<file path="config.mk">
export PLATFORM = sky130hd
export DESIGN_NAME = vsfr_core
export DESIGN_NICKNAME = d
export VERILOG_FILES = /design/src/rtl/vsfr_pkg.sv /design/src/rtl/vsfr_sync.sv /design/src/rtl/vsfr_core.sv
export SDC_FILE = /design/constraint.sdc
export NUM_CORES = 1
export LEC_CHECK = 0
export BUFFER_PORTS_ARGS = -buffer_cell sky130_fd_sc_hd__buf_2
export CORE_UTILIZATION = 40
export CTS_BUF_LIST = sky130_fd_sc_hd__clkbuf_16
export DETAILED_ROUTE_END_ITERATION = 8
export PLACE_DENSITY = 0.54
export REMOVE_ABC_BUFFERS = 1
export SLEW_MARGIN = 15
export SYNTH_ARGS = -nofsm -noshare
export SYNTH_HDL_FRONTEND = slang
export SYNTH_SLANG_ARGS = --single-unit
</file>
<file path="constraint.sdc">
create_clock -name CLK -period 2.6 [get_ports CLK]
set_input_delay 0.52 -clock CLK [delete_from_list [all_inputs] [get_ports CLK]]
set_output_delay 0.52 -clock CLK [all_outputs]
set_load 0.01 [all_outputs]
</file>
<file path="src/rtl/vsfr_pkg.sv">
// Constants and types shared by the valley-switching frequency reduction core.
// Assumes a single 20 MHz clock; all times are turned into cycle counts here.
package vsfr_pkg;

  localparam int CLK_PERIOD_NS = 50;

  // Feedback evaluation period of the valley counter.
  localparam int EVAL_PERIOD_MS = 48;
  localparam int EVAL_CYCLES    = EVAL_PERIOD_MS * 1000000 / CLK_PERIOD_NS;

  // Soft-start: total time split into equal steps of the current-sense limit.
  localparam int SS_TIME_MS     = 12;
  localparam int SS_STEPS       = 4;
  localparam int SS_STEP_CYCLES = SS_TIME_MS * 1000000 / CLK_PERIOD_NS / SS_STEPS;

  // Off-time and on-time limits; least times round up to whole cycles.
  localparam int MAX_OFF_NS     = 50000;
  localparam int MAX_OFF_CYCLES = (MAX_OFF_NS + CLK_PERIOD_NS - 1) / CLK_PERIOD_NS;
  localparam int RS_SHORT_NS    = 2500;
  localparam int RS_SHORT_CYCLES = (RS_SHORT_NS + CLK_PERIOD_NS - 1) / CLK_PERIOD_NS;
  localparam int RS_LONG_NS     = 5000;
  localparam int RS_LONG_CYCLES = (RS_LONG_NS + CLK_PERIOD_NS - 1) / CLK_PERIOD_NS;
  localparam int LEB_NS         = 300;
  localparam int LEB_CYCLES     = (LEB_NS + CLK_PERIOD_NS - 1) / CLK_PERIOD_NS;
  localparam int OVP_BLANK_NS   = 1000;
  localparam int OVP_BLANK_CYCLES = (OVP_BLANK_NS + CLK_PERIOD_NS - 1) / CLK_PERIOD_NS;

  // Counter width that holds every timer above.
  localparam int CNT_W = 20;

  // Valley and zero-crossing counter limits and reset values.
  localparam logic [2:0] VALLEY_MIN  = 3'h1;
  localparam logic [2:0] VALLEY_MAX  = 3'h7;
  localparam logic [2:0] VALLEY_INIT = 3'h1;
  localparam logic [2:0] ZC_MAX      = 3'h7;
  localparam logic [2:0] ZC_INIT     = 3'h0;
  localparam logic [1:0] SS_STEP_LAST = 2'h3;

  // Bit positions of the synchronised comparator vector.
  localparam int IDX_FB_LOW   = 0;
  localparam int IDX_FB_HIGH  = 1;
  localparam int IDX_FB_RESET = 2;
  localparam int IDX_LINE_HI  = 3;
  localparam int IDX_ZC_BELOW = 4;
  localparam int IDX_ZC_OVP   = 5;
  localparam int IDX_ZC_RS    = 6;
  localparam int IDX_SUP_ON   = 7;
  localparam int IDX_CS_TRIP  = 8;
  localparam int N_SYNC       = 9;

  typedef enum logic [3:0] {
    ST_PRECHARGE = 4'h1,
    ST_ON        = 4'h2,
    ST_OFF       = 4'h4,
    ST_LATCHED   = 4'h8
  } vsfr_state_t;

endpackage

</file>
<file path="src/rtl/vsfr_sync.sv">
// Two-flop synchroniser for a vector of asynchronous comparator levels.
// Assumes each bit is an independent level; no bus coherence is implied.
`timescale 1ns/1ps
module vsfr_sync #(
  parameter int WIDTH = 1
) (
  input  wire logic             clk,
  input  wire logic             rst_n,
  input  wire logic [WIDTH-1:0] d_in,
  output logic      [WIDTH-1:0] q_out
);

  typedef struct packed {
    logic [WIDTH-1:0] s1;
    logic [WIDTH-1:0] s2;
  } vsfr_sync_regs_t;

  vsfr_sync_regs_t sy_r;
  vsfr_sync_regs_t sy_nxt;

  if (WIDTH < 1) begin : g_chk
    $error("vsfr_sync: WIDTH must be at least 1.");
  end

  // The first stage feeds only the second stage.
  always_comb begin
    sy_nxt    = sy_r;
    sy_nxt.s1 = d_in;
    sy_nxt.s2 = sy_r.s1;
  end

  always_ff @(posedge clk or negedge rst_n) begin
    if (!rst_n) begin
      sy_r <= '0;
    end else begin
      sy_r <= sy_nxt;
    end
  end

  assign q_out = sy_r.s2;

endmodule

</file>
<file path="src/rtl/vsfr_core.sv">
// Digital control core of a quasi-resonant flyback controller.
// Assumes analog comparators deliver asynchronous levels and the power stage
// follows GATE_DRIVE; RESETN is the supply-on reset of the whole device.
`timescale 1ns/1ps
module vsfr_core #(
  parameter int EVAL_CYC     = vsfr_pkg::EVAL_CYCLES,
  parameter int SS_STEP_CYC  = vsfr_pkg::SS_STEP_CYCLES,
  parameter int MAX_OFF_CYC  = vsfr_pkg::MAX_OFF_CYCLES,
  parameter int RS_SHORT_CYC = vsfr_pkg::RS_SHORT_CYCLES,
  parameter int RS_LONG_CYC  = vsfr_pkg::RS_LONG_CYCLES,
  parameter int LEB_CYC      = vsfr_pkg::LEB_CYCLES,
  parameter int OVP_CYC      = vsfr_pkg::OVP_BLANK_CYCLES
) (
  input  wire logic       CLK,
  input  wire logic       RESETN,
  input  wire logic       FB_ABOVE_LOW,
  input  wire logic       FB_ABOVE_HIGH,
  input  wire logic       FB_ABOVE_RESET,
  input  wire logic       LINE_HIGH,
  input  wire logic       ZC_BELOW_ZERO,
  input  wire logic       ZC_ABOVE_OVP,
  input  wire logic       ZC_ABOVE_RS,
  input  wire logic       SUPPLY_ON,
  input  wire logic       CS_TRIP,
  output logic            GATE_DRIVE,
  output logic            PRECHARGE_EN,
  output logic [1:0]      CS_LIMIT_STEP,
  output logic            SOFTSTART_DONE,
  output logic            LATCHED_OFF,
  output logic [2:0]      VALLEY_COUNT,
  output logic [2:0]      ZC_COUNT,
  output logic            THR_SEL_HIGH_LINE
);

  localparam int CW = vsfr_pkg::CNT_W;

  localparam logic [CW-1:0] EVAL_LAST  = CW'(EVAL_CYC - 1);
  localparam logic [CW-1:0] SS_LAST    = CW'(SS_STEP_CYC - 1);
  localparam logic [CW-1:0] MAXOFF_LST = CW'(MAX_OFF_CYC - 1);
  localparam logic [CW-1:0] RS_S_LAST  = CW'(RS_SHORT_CYC - 1);
  localparam logic [CW-1:0] RS_L_LAST  = CW'(RS_LONG_CYC - 1);
  localparam logic [CW-1:0] LEB_LAST   = CW'(LEB_CYC - 1);
  localparam logic [CW-1:0] OVP_LAST   = CW'(OVP_CYC - 1);
  localparam logic [CW-1:0] CNT_TOP    = '1;

  if (EVAL_CYC < 1 || EVAL_CYC >= (1 << CW)) begin : g_chk_eval
    $error("vsfr_core: EVAL_CYC out of range.");
  end
  if (SS_STEP_CYC < 1 || SS_STEP_CYC >= (1 << CW)) begin : g_chk_ss
    $error("vsfr_core: SS_STEP_CYC out of range.");
  end
  if (MAX_OFF_CYC < 1 || MAX_OFF_CYC >= (1 << CW)) begin : g_chk_off
    $error("vsfr_core: MAX_OFF_CYC out of range.");
  end
  if (RS_SHORT_CYC < 1 || RS_LONG_CYC < RS_SHORT_CYC || RS_LONG_CYC >= MAX_OFF_CYC)
  begin : g_chk_rs
    $error("vsfr_core: ringing suppression counts out of range.");
  end
  if (LEB_CYC < 1 || LEB_CYC >= (1 << CW)) begin : g_chk_leb
    $error("vsfr_core: LEB_CYC out of range.");
  end
  if (OVP_CYC < 1 || OVP_CYC >= (1 << CW)) begin : g_chk_ovp
    $error("vsfr_core: OVP_CYC out of range.");
  end

  typedef struct packed {
    vsfr_pkg::vsfr_state_t state;
    logic [CW-1:0]         eval_cnt;
    logic [CW-1:0]         ss_cnt;
    logic [CW-1:0]         tmr;
    logic [CW-1:0]         ovp_cnt;
    logic [1:0]            ss_step;
    logic                  ss_done;
    logic [2:0]            valley;
    logic [2:0]            zc_cnt;
    logic                  zc_below_d;
    logic                  seen_low;
    logic                  seen_high;
    logic                  seen_reset;
    logic                  thr_sel;
    logic                  gate;
    logic                  precharge;
    logic                  latched;
  } vsfr_regs_t;

  vsfr_regs_t                      cr_r;
  vsfr_regs_t                      cr_nxt;
  logic [vsfr_pkg::N_SYNC-1:0]     raw_in;
  logic [vsfr_pkg::N_SYNC-1:0]     syn;

  assign raw_in = {CS_TRIP, SUPPLY_ON, ZC_ABOVE_RS, ZC_ABOVE_OVP, ZC_BELOW_ZERO,
                   LINE_HIGH, FB_ABOVE_RESET, FB_ABOVE_HIGH, FB_ABOVE_LOW};

  vsfr_sync #(
    .WIDTH (vsfr_pkg::N_SYNC)
  ) u_sync (
    .clk   (CLK),
    .rst_n (RESETN),
    .d_in  (raw_in),
    .q_out (syn)
  );

  logic          fb_low;
  logic          fb_high;
  logic          fb_reset;
  logic          zc_fall;
  logic          cs_trip;
  logic [CW-1:0] rs_last;

  assign fb_low   = syn[vsfr_pkg::IDX_FB_LOW];
  assign fb_high  = syn[vsfr_pkg::IDX_FB_HIGH];
  assign fb_reset = syn[vsfr_pkg::IDX_FB_RESET];
  assign cs_trip  = syn[vsfr_pkg::IDX_CS_TRIP];

  assign zc_fall = syn[vsfr_pkg::IDX_ZC_BELOW] & ~cr_r.zc_below_d;

  // A low ringing level means a slow ring, so the longer window applies.
  assign rs_last = syn[vsfr_pkg::IDX_ZC_RS] ? RS_S_LAST : RS_L_LAST;

  always_comb begin
    cr_nxt            = cr_r;
    cr_nxt.zc_below_d = syn[vsfr_pkg::IDX_ZC_BELOW];

    // Evaluation period and valley counter.
    if (cr_r.state == vsfr_pkg::ST_PRECHARGE) begin
      cr_nxt.valley     = vsfr_pkg::VALLEY_INIT;
      cr_nxt.eval_cnt   = '0;
      cr_nxt.seen_low   = 1'b0;
      cr_nxt.seen_high  = 1'b0;
      cr_nxt.seen_reset = 1'b0;
      cr_nxt.thr_sel    = syn[vsfr_pkg::IDX_LINE_HI];
    end else if (cr_r.eval_cnt == EVAL_LAST) begin
      cr_nxt.eval_cnt = '0;
      if (cr_r.seen_reset || fb_reset) begin
        cr_nxt.valley = vsfr_pkg::VALLEY_MIN;
      end else if (cr_r.seen_high || fb_high) begin
        if (cr_r.valley > vsfr_pkg::VALLEY_MIN) begin
          cr_nxt.valley = cr_r.valley - 3'h1;
        end
      end else if (cr_r.seen_low || fb_low) begin
        cr_nxt.valley = cr_r.valley;
      end else begin
        if (cr_r.valley < vsfr_pkg::VALLEY_MAX) begin
          cr_nxt.valley = cr_r.valley + 3'h1;
        end
      end
      cr_nxt.seen_low   = 1'b0;
      cr_nxt.seen_high  = 1'b0;
      cr_nxt.seen_reset = 1'b0;
      // threshold set follows line
      // Switching the threshold pair only at a boundary keeps one period coherent.
      cr_nxt.thr_sel = syn[vsfr_pkg::IDX_LINE_HI];
    end else begin
      cr_nxt.eval_cnt = cr_r.eval_cnt + 1'b1;
      cr_nxt.seen_low   = cr_r.seen_low | fb_low;
      cr_nxt.seen_high  = cr_r.seen_high | fb_high;
      cr_nxt.seen_reset = cr_r.seen_reset | fb_reset;
    end

    if (cr_r.state == vsfr_pkg::ST_PRECHARGE) begin
      cr_nxt.ss_cnt  = '0;
      cr_nxt.ss_step = 2'h0;
      cr_nxt.ss_done = 1'b0;
    end else if (!cr_r.ss_done) begin
      if (cr_r.ss_cnt == SS_LAST) begin
        cr_nxt.ss_cnt = '0;
        if (cr_r.ss_step == vsfr_pkg::SS_STEP_LAST) begin
          cr_nxt.ss_done = 1'b1;
        end else begin
          cr_nxt.ss_step = cr_r.ss_step + 2'h1;
        end
      end else begin
        cr_nxt.ss_cnt = cr_r.ss_cnt + 1'b1;
      end
    end

    if (cr_r.tmr != CNT_TOP) begin
      cr_nxt.tmr = cr_r.tmr + 1'b1;
    end

    case (cr_r.state)
      vsfr_pkg::ST_PRECHARGE: begin
        cr_nxt.gate      = 1'b0;
        cr_nxt.precharge = 1'b1;
        if (syn[vsfr_pkg::IDX_SUP_ON]) begin
          cr_nxt.precharge = 1'b0;
          cr_nxt.state     = vsfr_pkg::ST_ON;
          cr_nxt.gate      = 1'b1;
          cr_nxt.tmr       = '0;
          cr_nxt.zc_cnt    = vsfr_pkg::ZC_INIT;
        end
      end
      vsfr_pkg::ST_ON: begin
        // analog turn-off
        // The blanking ignores the turn-on spike on the current-sense path.
        if (cr_r.tmr >= LEB_LAST && cs_trip) begin
          cr_nxt.gate    = 1'b0;
          cr_nxt.state   = vsfr_pkg::ST_OFF;
          cr_nxt.tmr     = '0;
          cr_nxt.ovp_cnt = '0;
        end
      end
      vsfr_pkg::ST_OFF: begin
        if (zc_fall && cr_r.zc_cnt != vsfr_pkg::ZC_MAX) begin
          cr_nxt.zc_cnt = cr_r.zc_cnt + 3'h1;
        end
        if (syn[vsfr_pkg::IDX_ZC_OVP]) begin
          cr_nxt.ovp_cnt = cr_r.ovp_cnt + 1'b1;
        end else begin
          cr_nxt.ovp_cnt = '0;
        end
        if (syn[vsfr_pkg::IDX_ZC_OVP] && cr_r.ovp_cnt == OVP_LAST) begin
          cr_nxt.state   = vsfr_pkg::ST_LATCHED;
          cr_nxt.latched = 1'b1;
          cr_nxt.gate    = 1'b0;
        end else if (cr_r.tmr >= MAXOFF_LST) begin
          cr_nxt.state  = vsfr_pkg::ST_ON;
          cr_nxt.gate   = 1'b1;
          cr_nxt.tmr    = '0;
          cr_nxt.zc_cnt = vsfr_pkg::ZC_INIT;
        end else if (cr_r.tmr >= rs_last && cr_r.zc_cnt >= cr_r.valley) begin
          cr_nxt.state  = vsfr_pkg::ST_ON;
          cr_nxt.gate   = 1'b1;
          cr_nxt.tmr    = '0;
          cr_nxt.zc_cnt = vsfr_pkg::ZC_INIT;
        end
      end
      vsfr_pkg::ST_LATCHED: begin
        cr_nxt.gate    = 1'b0;
        cr_nxt.latched = 1'b1;
      end
      default: begin
        // An illegal code shuts the switch down rather than guessing.
        cr_nxt.state   = vsfr_pkg::ST_LATCHED;
        cr_nxt.gate    = 1'b0;
        cr_nxt.latched = 1'b1;
      end
    endcase
  end

  always_ff @(posedge CLK or negedge RESETN) begin
    if (!RESETN) begin
      cr_r           <= '0;
      cr_r.state     <= vsfr_pkg::ST_PRECHARGE;
      cr_r.valley    <= vsfr_pkg::VALLEY_INIT;
      cr_r.zc_cnt    <= vsfr_pkg::ZC_INIT;
      cr_r.precharge <= 1'b1;
    end else begin
      cr_r <= cr_nxt;
    end
  end

  assign GATE_DRIVE        = cr_r.gate;
  assign PRECHARGE_EN      = cr_r.precharge;
  assign CS_LIMIT_STEP     = cr_r.ss_step;
  assign SOFTSTART_DONE    = cr_r.ss_done;
  assign LATCHED_OFF       = cr_r.latched;
  assign VALLEY_COUNT      = cr_r.valley;
  assign ZC_COUNT          = cr_r.zc_cnt;
  assign THR_SEL_HIGH_LINE = cr_r.thr_sel;

endmodule

</file>
## Yosys cells after proc, flatten, opt, wreduce, memory -nomap -nowiden

Cells that the tools add are included.

- Logic and storage cells: 128
- Register bits after elaboration: 119
- Input bits: 11
- Output and inout port bits: 13

- Order comparisons: 6
- Reductions and logical operators: 20
- Muxes and demuxes: 50
- Bitwise logic cells: 7
- Add/subtract/negate cells: 8
- Eq/ne operators: 18

Operators with widths:

| kind | count |
|---|---|
| 20-bit 2-to-1 mux | 11 |
| 20-bit by 1-bit adder with 20-bit output, second input constant | 4 |
| 20-bit one-hot mux with 3 select lines | 1 |
| 3-bit 2-to-1 mux | 16 |
| 40-bit 2-to-1 mux | 1 |
| 20-bit one-hot mux with 2 select lines | 1 |
| 4-bit 2-to-1 mux | 6 |
| 20-bit by 16-bit == test with 1-bit output, second input constant | 1 |
| 20-bit == test, second input constant | 1 |
| 20-bit by 5-bit == test with 1-bit output, second input constant | 1 |
| 20-bit by 10-bit >= comparator with 1-bit output, second input constant | 1 |
| 20-bit by 3-bit >= comparator with 1-bit output, second input constant | 1 |
| 20-bit by 7-bit >= comparator with 1-bit output | 1 |
| 20-bit inequality test, second input constant | 1 |
| 4-bit one-hot mux with 4 select lines | 1 |
| 2-bit AND reduction | 4 |
| 4-bit AND reduction | 2 |
| 2-bit nonzero test | 4 |
| 1-bit 2-to-1 mux | 7 |
| 7-bit 2-to-1 mux | 1 |
| 3-bit by 1-bit adder with 3-bit output, second input constant | 2 |
| 2-bit inequality test, second input constant | 3 |
| 3-bit one-hot mux with 2 select lines | 1 |
| 4-bit by 1-bit == test with 1-bit output, second input constant | 1 |
| 25 further kinds | 36 |

## Logic depth before layout (Yosys ltp)

- Word-level depth: 8
- Depth in mapped cells: 9
- Mapped depth without buffers: 8

## Cells and area by module

A second synthesis with hierarchy kept.

- Cells, all modules: 621
- Area total of the unflattened synthesis: 5953.2 um^2

Modules (own cells, without submodules):

| module | area an instance (um^2) | cells each | instances | sequential area each (um^2) |
|---|---|---|---|---|
| vsfr_core | 5502.8 | 603 | 1 | 2531.2 |
| vsfr_sync | 450.4 | 18 | 1 | 450.4 |

## Worst setup path before layout

No wires, ideal clock.

- Path kind: reg-to-reg
- From: register cr_r[97] (netlist name)
- To: register cr_r[64] (netlist name)
- Setup time: 132 ps
- Arrival time: 1932 ps
- Period minus slack after synthesis: 2064 ps
- Path slack: 536 ps
- Path buffers: 1
- Stages on the path, launching flop included: 8
- Data required time: 2468 ps
- Path through: dfstp_2 > or4b_2 > buf_2 > and2_1 > nor2_4 > nand3_1 > xor2_1 > nor2_1

- Word-level cells in the longest chain between the ends: 2
- Elaborated cells between the ends (all ways): 3
- Those cells by class: eq/ne (2); mux (1)

Ends and longest elaborated chain:

| what | line | RTL |
|---|---|---|
| start, declared | vsfr_core.sv:86 | `vsfr_regs_t cr_r;` |
| start signal, assigned | vsfr_core.sv:249 | `cr_r <= cr_nxt;` |
| 4-bit by 1-bit == test with 1-bit output (*) | vsfr_core.sv:160 | `if (cr_r.state == vsfr_pkg::ST_PRECHARGE) begin` |
| 2-bit by 1-bit inequality test with 1-bit output (no source line) or 20-bit 2-to-1 mux (tied branches) | - |  |

Every way passes the cells marked *; elsewhere a longest branch is shown, timed or not.
A chain may end at the register's enable or synchronous reset.

==> metrics <==
max_cap viols 0; Total GRT Usage 17.57%; Clock Latency Late Sink 0.42 ns; Post-synth EDFFs 0; Worst VDD drop 0.4691 mV; via count 4617; Core ar. 14640 um2; Root Driver clkbuf_16; clock skew 0.008264 ns; CP Data Arrival Time 2.53 ns; critical path required time 2.90 ns; Slew @ Worst Pin 0.6729 ns; Multi-input gate area 2872 um2; critical path class reg -> reg; DRC violations left 0; DRT Pass-1 Iters 5; share of the clock period used by the worst path 85.74%; Die W 124.9 um; Final Wtd Congestion 0.8032; Final ANT Viol Nets 0; Worst slew margin 54.55%; Clock Sinks 119; nets 687; Tmin final 2.229 ns; wire length per cell 14.65 um; Yosys reg bits 119; Initial DRC Count 297; Post-Route WL 12520 um; vias in the first global route 4542; placed cells 823; Startpoint Class flop; final setup violating endpoints 0; CP max-delay cell o41ai_1; Syn Area/Cell 9.589 um2; CP max stage delay 0.66 ns; Via density 5.400; Synth Instances 630; Die Y 124.9 um; Pins Over Slew Limit 0; CTS tree yes; row count 44; power density over cell area 621.9 nW/um2; non-filler cells, final 855; fillers 1367; initial core utilization 41.25%; global-route wire length before repair 21760 um; post-synthesis cell area 6041 um2; detailed placement HPWL 8603 um; Num CTS Buffers 17; grt total ovfl 0; CP cell instances ha_1, a21oi_1, o41ai_1, a21oi_4, nor3_2, buf_4, nor2_1; status completed; Synth Flop Type dfrtp_1; count of cell types in the netlist 61; FF+latch area 2982 um2; RSZ-0062 raised after global routing false; Post-synth ARST share 100.0%; largest net degree at the start of global routing 49; # hold bufs at CTS 0; CTS clock-pin slew for the worst setup and hold paths 0.06 ns; Area after DPL 6349 um2; Ports 24; Worst Path Buf+Inv 1; Inserted Diodes 0; Die Footprint 15600 um2; CTS resizes 0; register area share after synthesis 49.36%; Ys Warns 0; final hold vios 0; area delta synth->final 15.14%; Finished Cell Area 6955 um2; share of cells above drive strength 1 13.41%; CTS Buffer Depth 2; kind of cell adding the most delay to the critical path compound AO/OA/AOI/OAI gates; maximum clock rate 0.4486 GHz; final total power 4.325 mW; CP Capture Type flop; HP Class in -> async; postcts setup bufs 0; Leak Pwr 3.022 nW; level count of the clock H-tree 4; Buffers on Ports 23; CP Max Fanout 20; initial antenna violation count 0
-- synthesized netlist by cell type (2+ instances only) --
library cell | count | share of area, %
nand3_1 | 46 | 3.8
mux2i_1 | 4 | 0.66
and2_1 | 9 | 0.93
or4b_2 | 2 | 0.33
clkbuf_1 | 8 | 0.50
nand2_1 | 58 | 3.6
nand2b_1 | 4 | 0.41
a22o_1 | 2 | 0.29
a31oi_1 | 6 | 0.62
dfstp_2 | 3 | 1.3
o22ai_1 | 4 | 0.41
nand4_1 | 22 | 2.3
nor2_1 | 89 | 5.5
and4_1 | 4 | 0.58
or3_1 | 8 | 0.83
nor3_1 | 15 | 1.2
buf_4 | 9 | 1.1
a211oi_1 | 4 | 0.50
nor2b_1 | 2 | 0.21
o21ai_0 | 38 | 3.1
buf_2 | 7 | 0.58
a21oi_1 | 21 | 1.7
dfrtp_1 | 116 | 48
xnor2_1 | 25 | 3.6
ha_1 | 18 | 3.7
or2_2 | 4 | 0.41
nor4_1 | 7 | 0.72
inv_1 | 12 | 0.75
and3_1 | 11 | 1.1
or4_1 | 8 | 0.99
nor4bb_1 | 3 | 0.50
nor4b_1 | 5 | 0.72
xor2_1 | 25 | 3.6
o31ai_1 | 2 | 0.25
a21o_1 | 3 | 0.37
-- metal layers --
metal,up-vias,GRT usage [%],wire [um]
met5,-,0,0
met4,0,7.891,136
met3,12,4.038,357
met2,59,27.50,5933
met1,2267,23.20,6095
li1,2279,-,-
-- cell families after synthesis --
| group | after synthesis | share of synthesized area [%] |
|---|---|---|
| AOI/OAI and AO/OA | 92 | 9.321 |
| DFF | 119 | 49.36 |
| adders and majority gates | 18 | 3.728 |
| and+or+nand+nor | 308 | 26.28 |
| buffers and inverters | 38 | 3.210 |
| xor gates and xnor gates | 50 | 7.249 |
| muxes | 5 | 0.8492 |
-- cell usage in the layout, fill, tap and decap left out, types with 4 or more instances in the layout --
master	instances
dfrtp_1	116
nor2_1	89
nand2_1	58
nand3_1	46
o21ai_0	38
xor2_1	25
xnor2_1	25
nand4_1	22
buf_2	22
a21oi_1	21
ha_1	18
clkbuf_16	17
nor3_1	15
inv_1	12
buf_4	12
and3_1	11
and2_1	9
or4_1	8
or3_1	8
nor4_1	7
a31oi_1	6
clkinvlp_4	5
clkinv_4	5
nor4b_1	4
nand2b_1	4
a211oi_1	4
and4_1	4
mux2i_1	4
or2_2	4
o22ai_1	4
-- cell type report --
class / instances / area share, %
sequential: 119 / 42.87
multi-input combinational: 473 / 41.28
clock buffer: 17 / 6.116
tap: 184 / 3.310
timing repair buffer: 35 / 3.166
clock inverter: 15 / 2.608
inverter: 12 / 0.6476
-- registers in the layout, summed over array words and instances, names as in the netlist --
signal             cells
SOFTSTART_DONE         1
cr_r                  88
LATCHED_OFF            1
GATE_DRIVE             1
CS_LIMIT_STEP          2
ZC_COUNT               3
VALLEY_COUNT           3
u_sync.sy_nxt          9
THR_SEL_HIGH_LINE      1
PRECHARGE_EN           1
u_sync.q_out           9
-- report_power, final --
part | total (mW) | switching, mW | internal (mW)
Combinational | 0.0576 | 0.0430 | 0.0146
Clock | 2.39 | 0.886 | 1.51
Sequential | 1.88 | 0.00726 | 1.87
Total | 4.33 | 0.936 | 3.39
-- per-stage QoR --
stage	TNS (ns)	util, %	hold WS [ns]	setup WS, ns
finish	0	47.50	0.001914	0.3708
global route	0	47.50	0.01562	0.2230
detailed placement	0	43.35	0.3347	0.3741
floorplan	-7.855	-	0.2244	-0.4269
global placement	0	43.35	0.3332	0.3979
CTS	0	47.50	0.003332	0.3613
-- worst register-to-register path, delay by kind of cell, from the launching register on --
family	cells	cell delay (ns)
buf+inv	1	0.26
compound gates	3	0.90
flops	1	0.43
simple gates	2	0.22
fa+ha+maj	1	0.30
-- worst paths after layout --
| kind | from | end | slack (ns) | cells after the start |
|---|---|---|---|---|
| worst max register to register | cr_r[38] | cr_r[42] | 0.37 | 7 |
| worst min-delay path | RESETN | cr_r[91] | 0.002 | 1 |
| worst min register to register | u_sync.sy_nxt[3] | u_sync.q_out[3] | 0.34 | 0 |
| min in group CLK | FB_ABOVE_HIGH | u_sync.sy_nxt[1] | 0.20 | 1 |
| max in group asynchronous | RESETN | cr_r[97] | 1.86 | 2 |
| worst max-delay path | cr_r[38] | cr_r[42] | 0.37 | 7 |
Note: power is estimated with default switching activity, not from simulation.
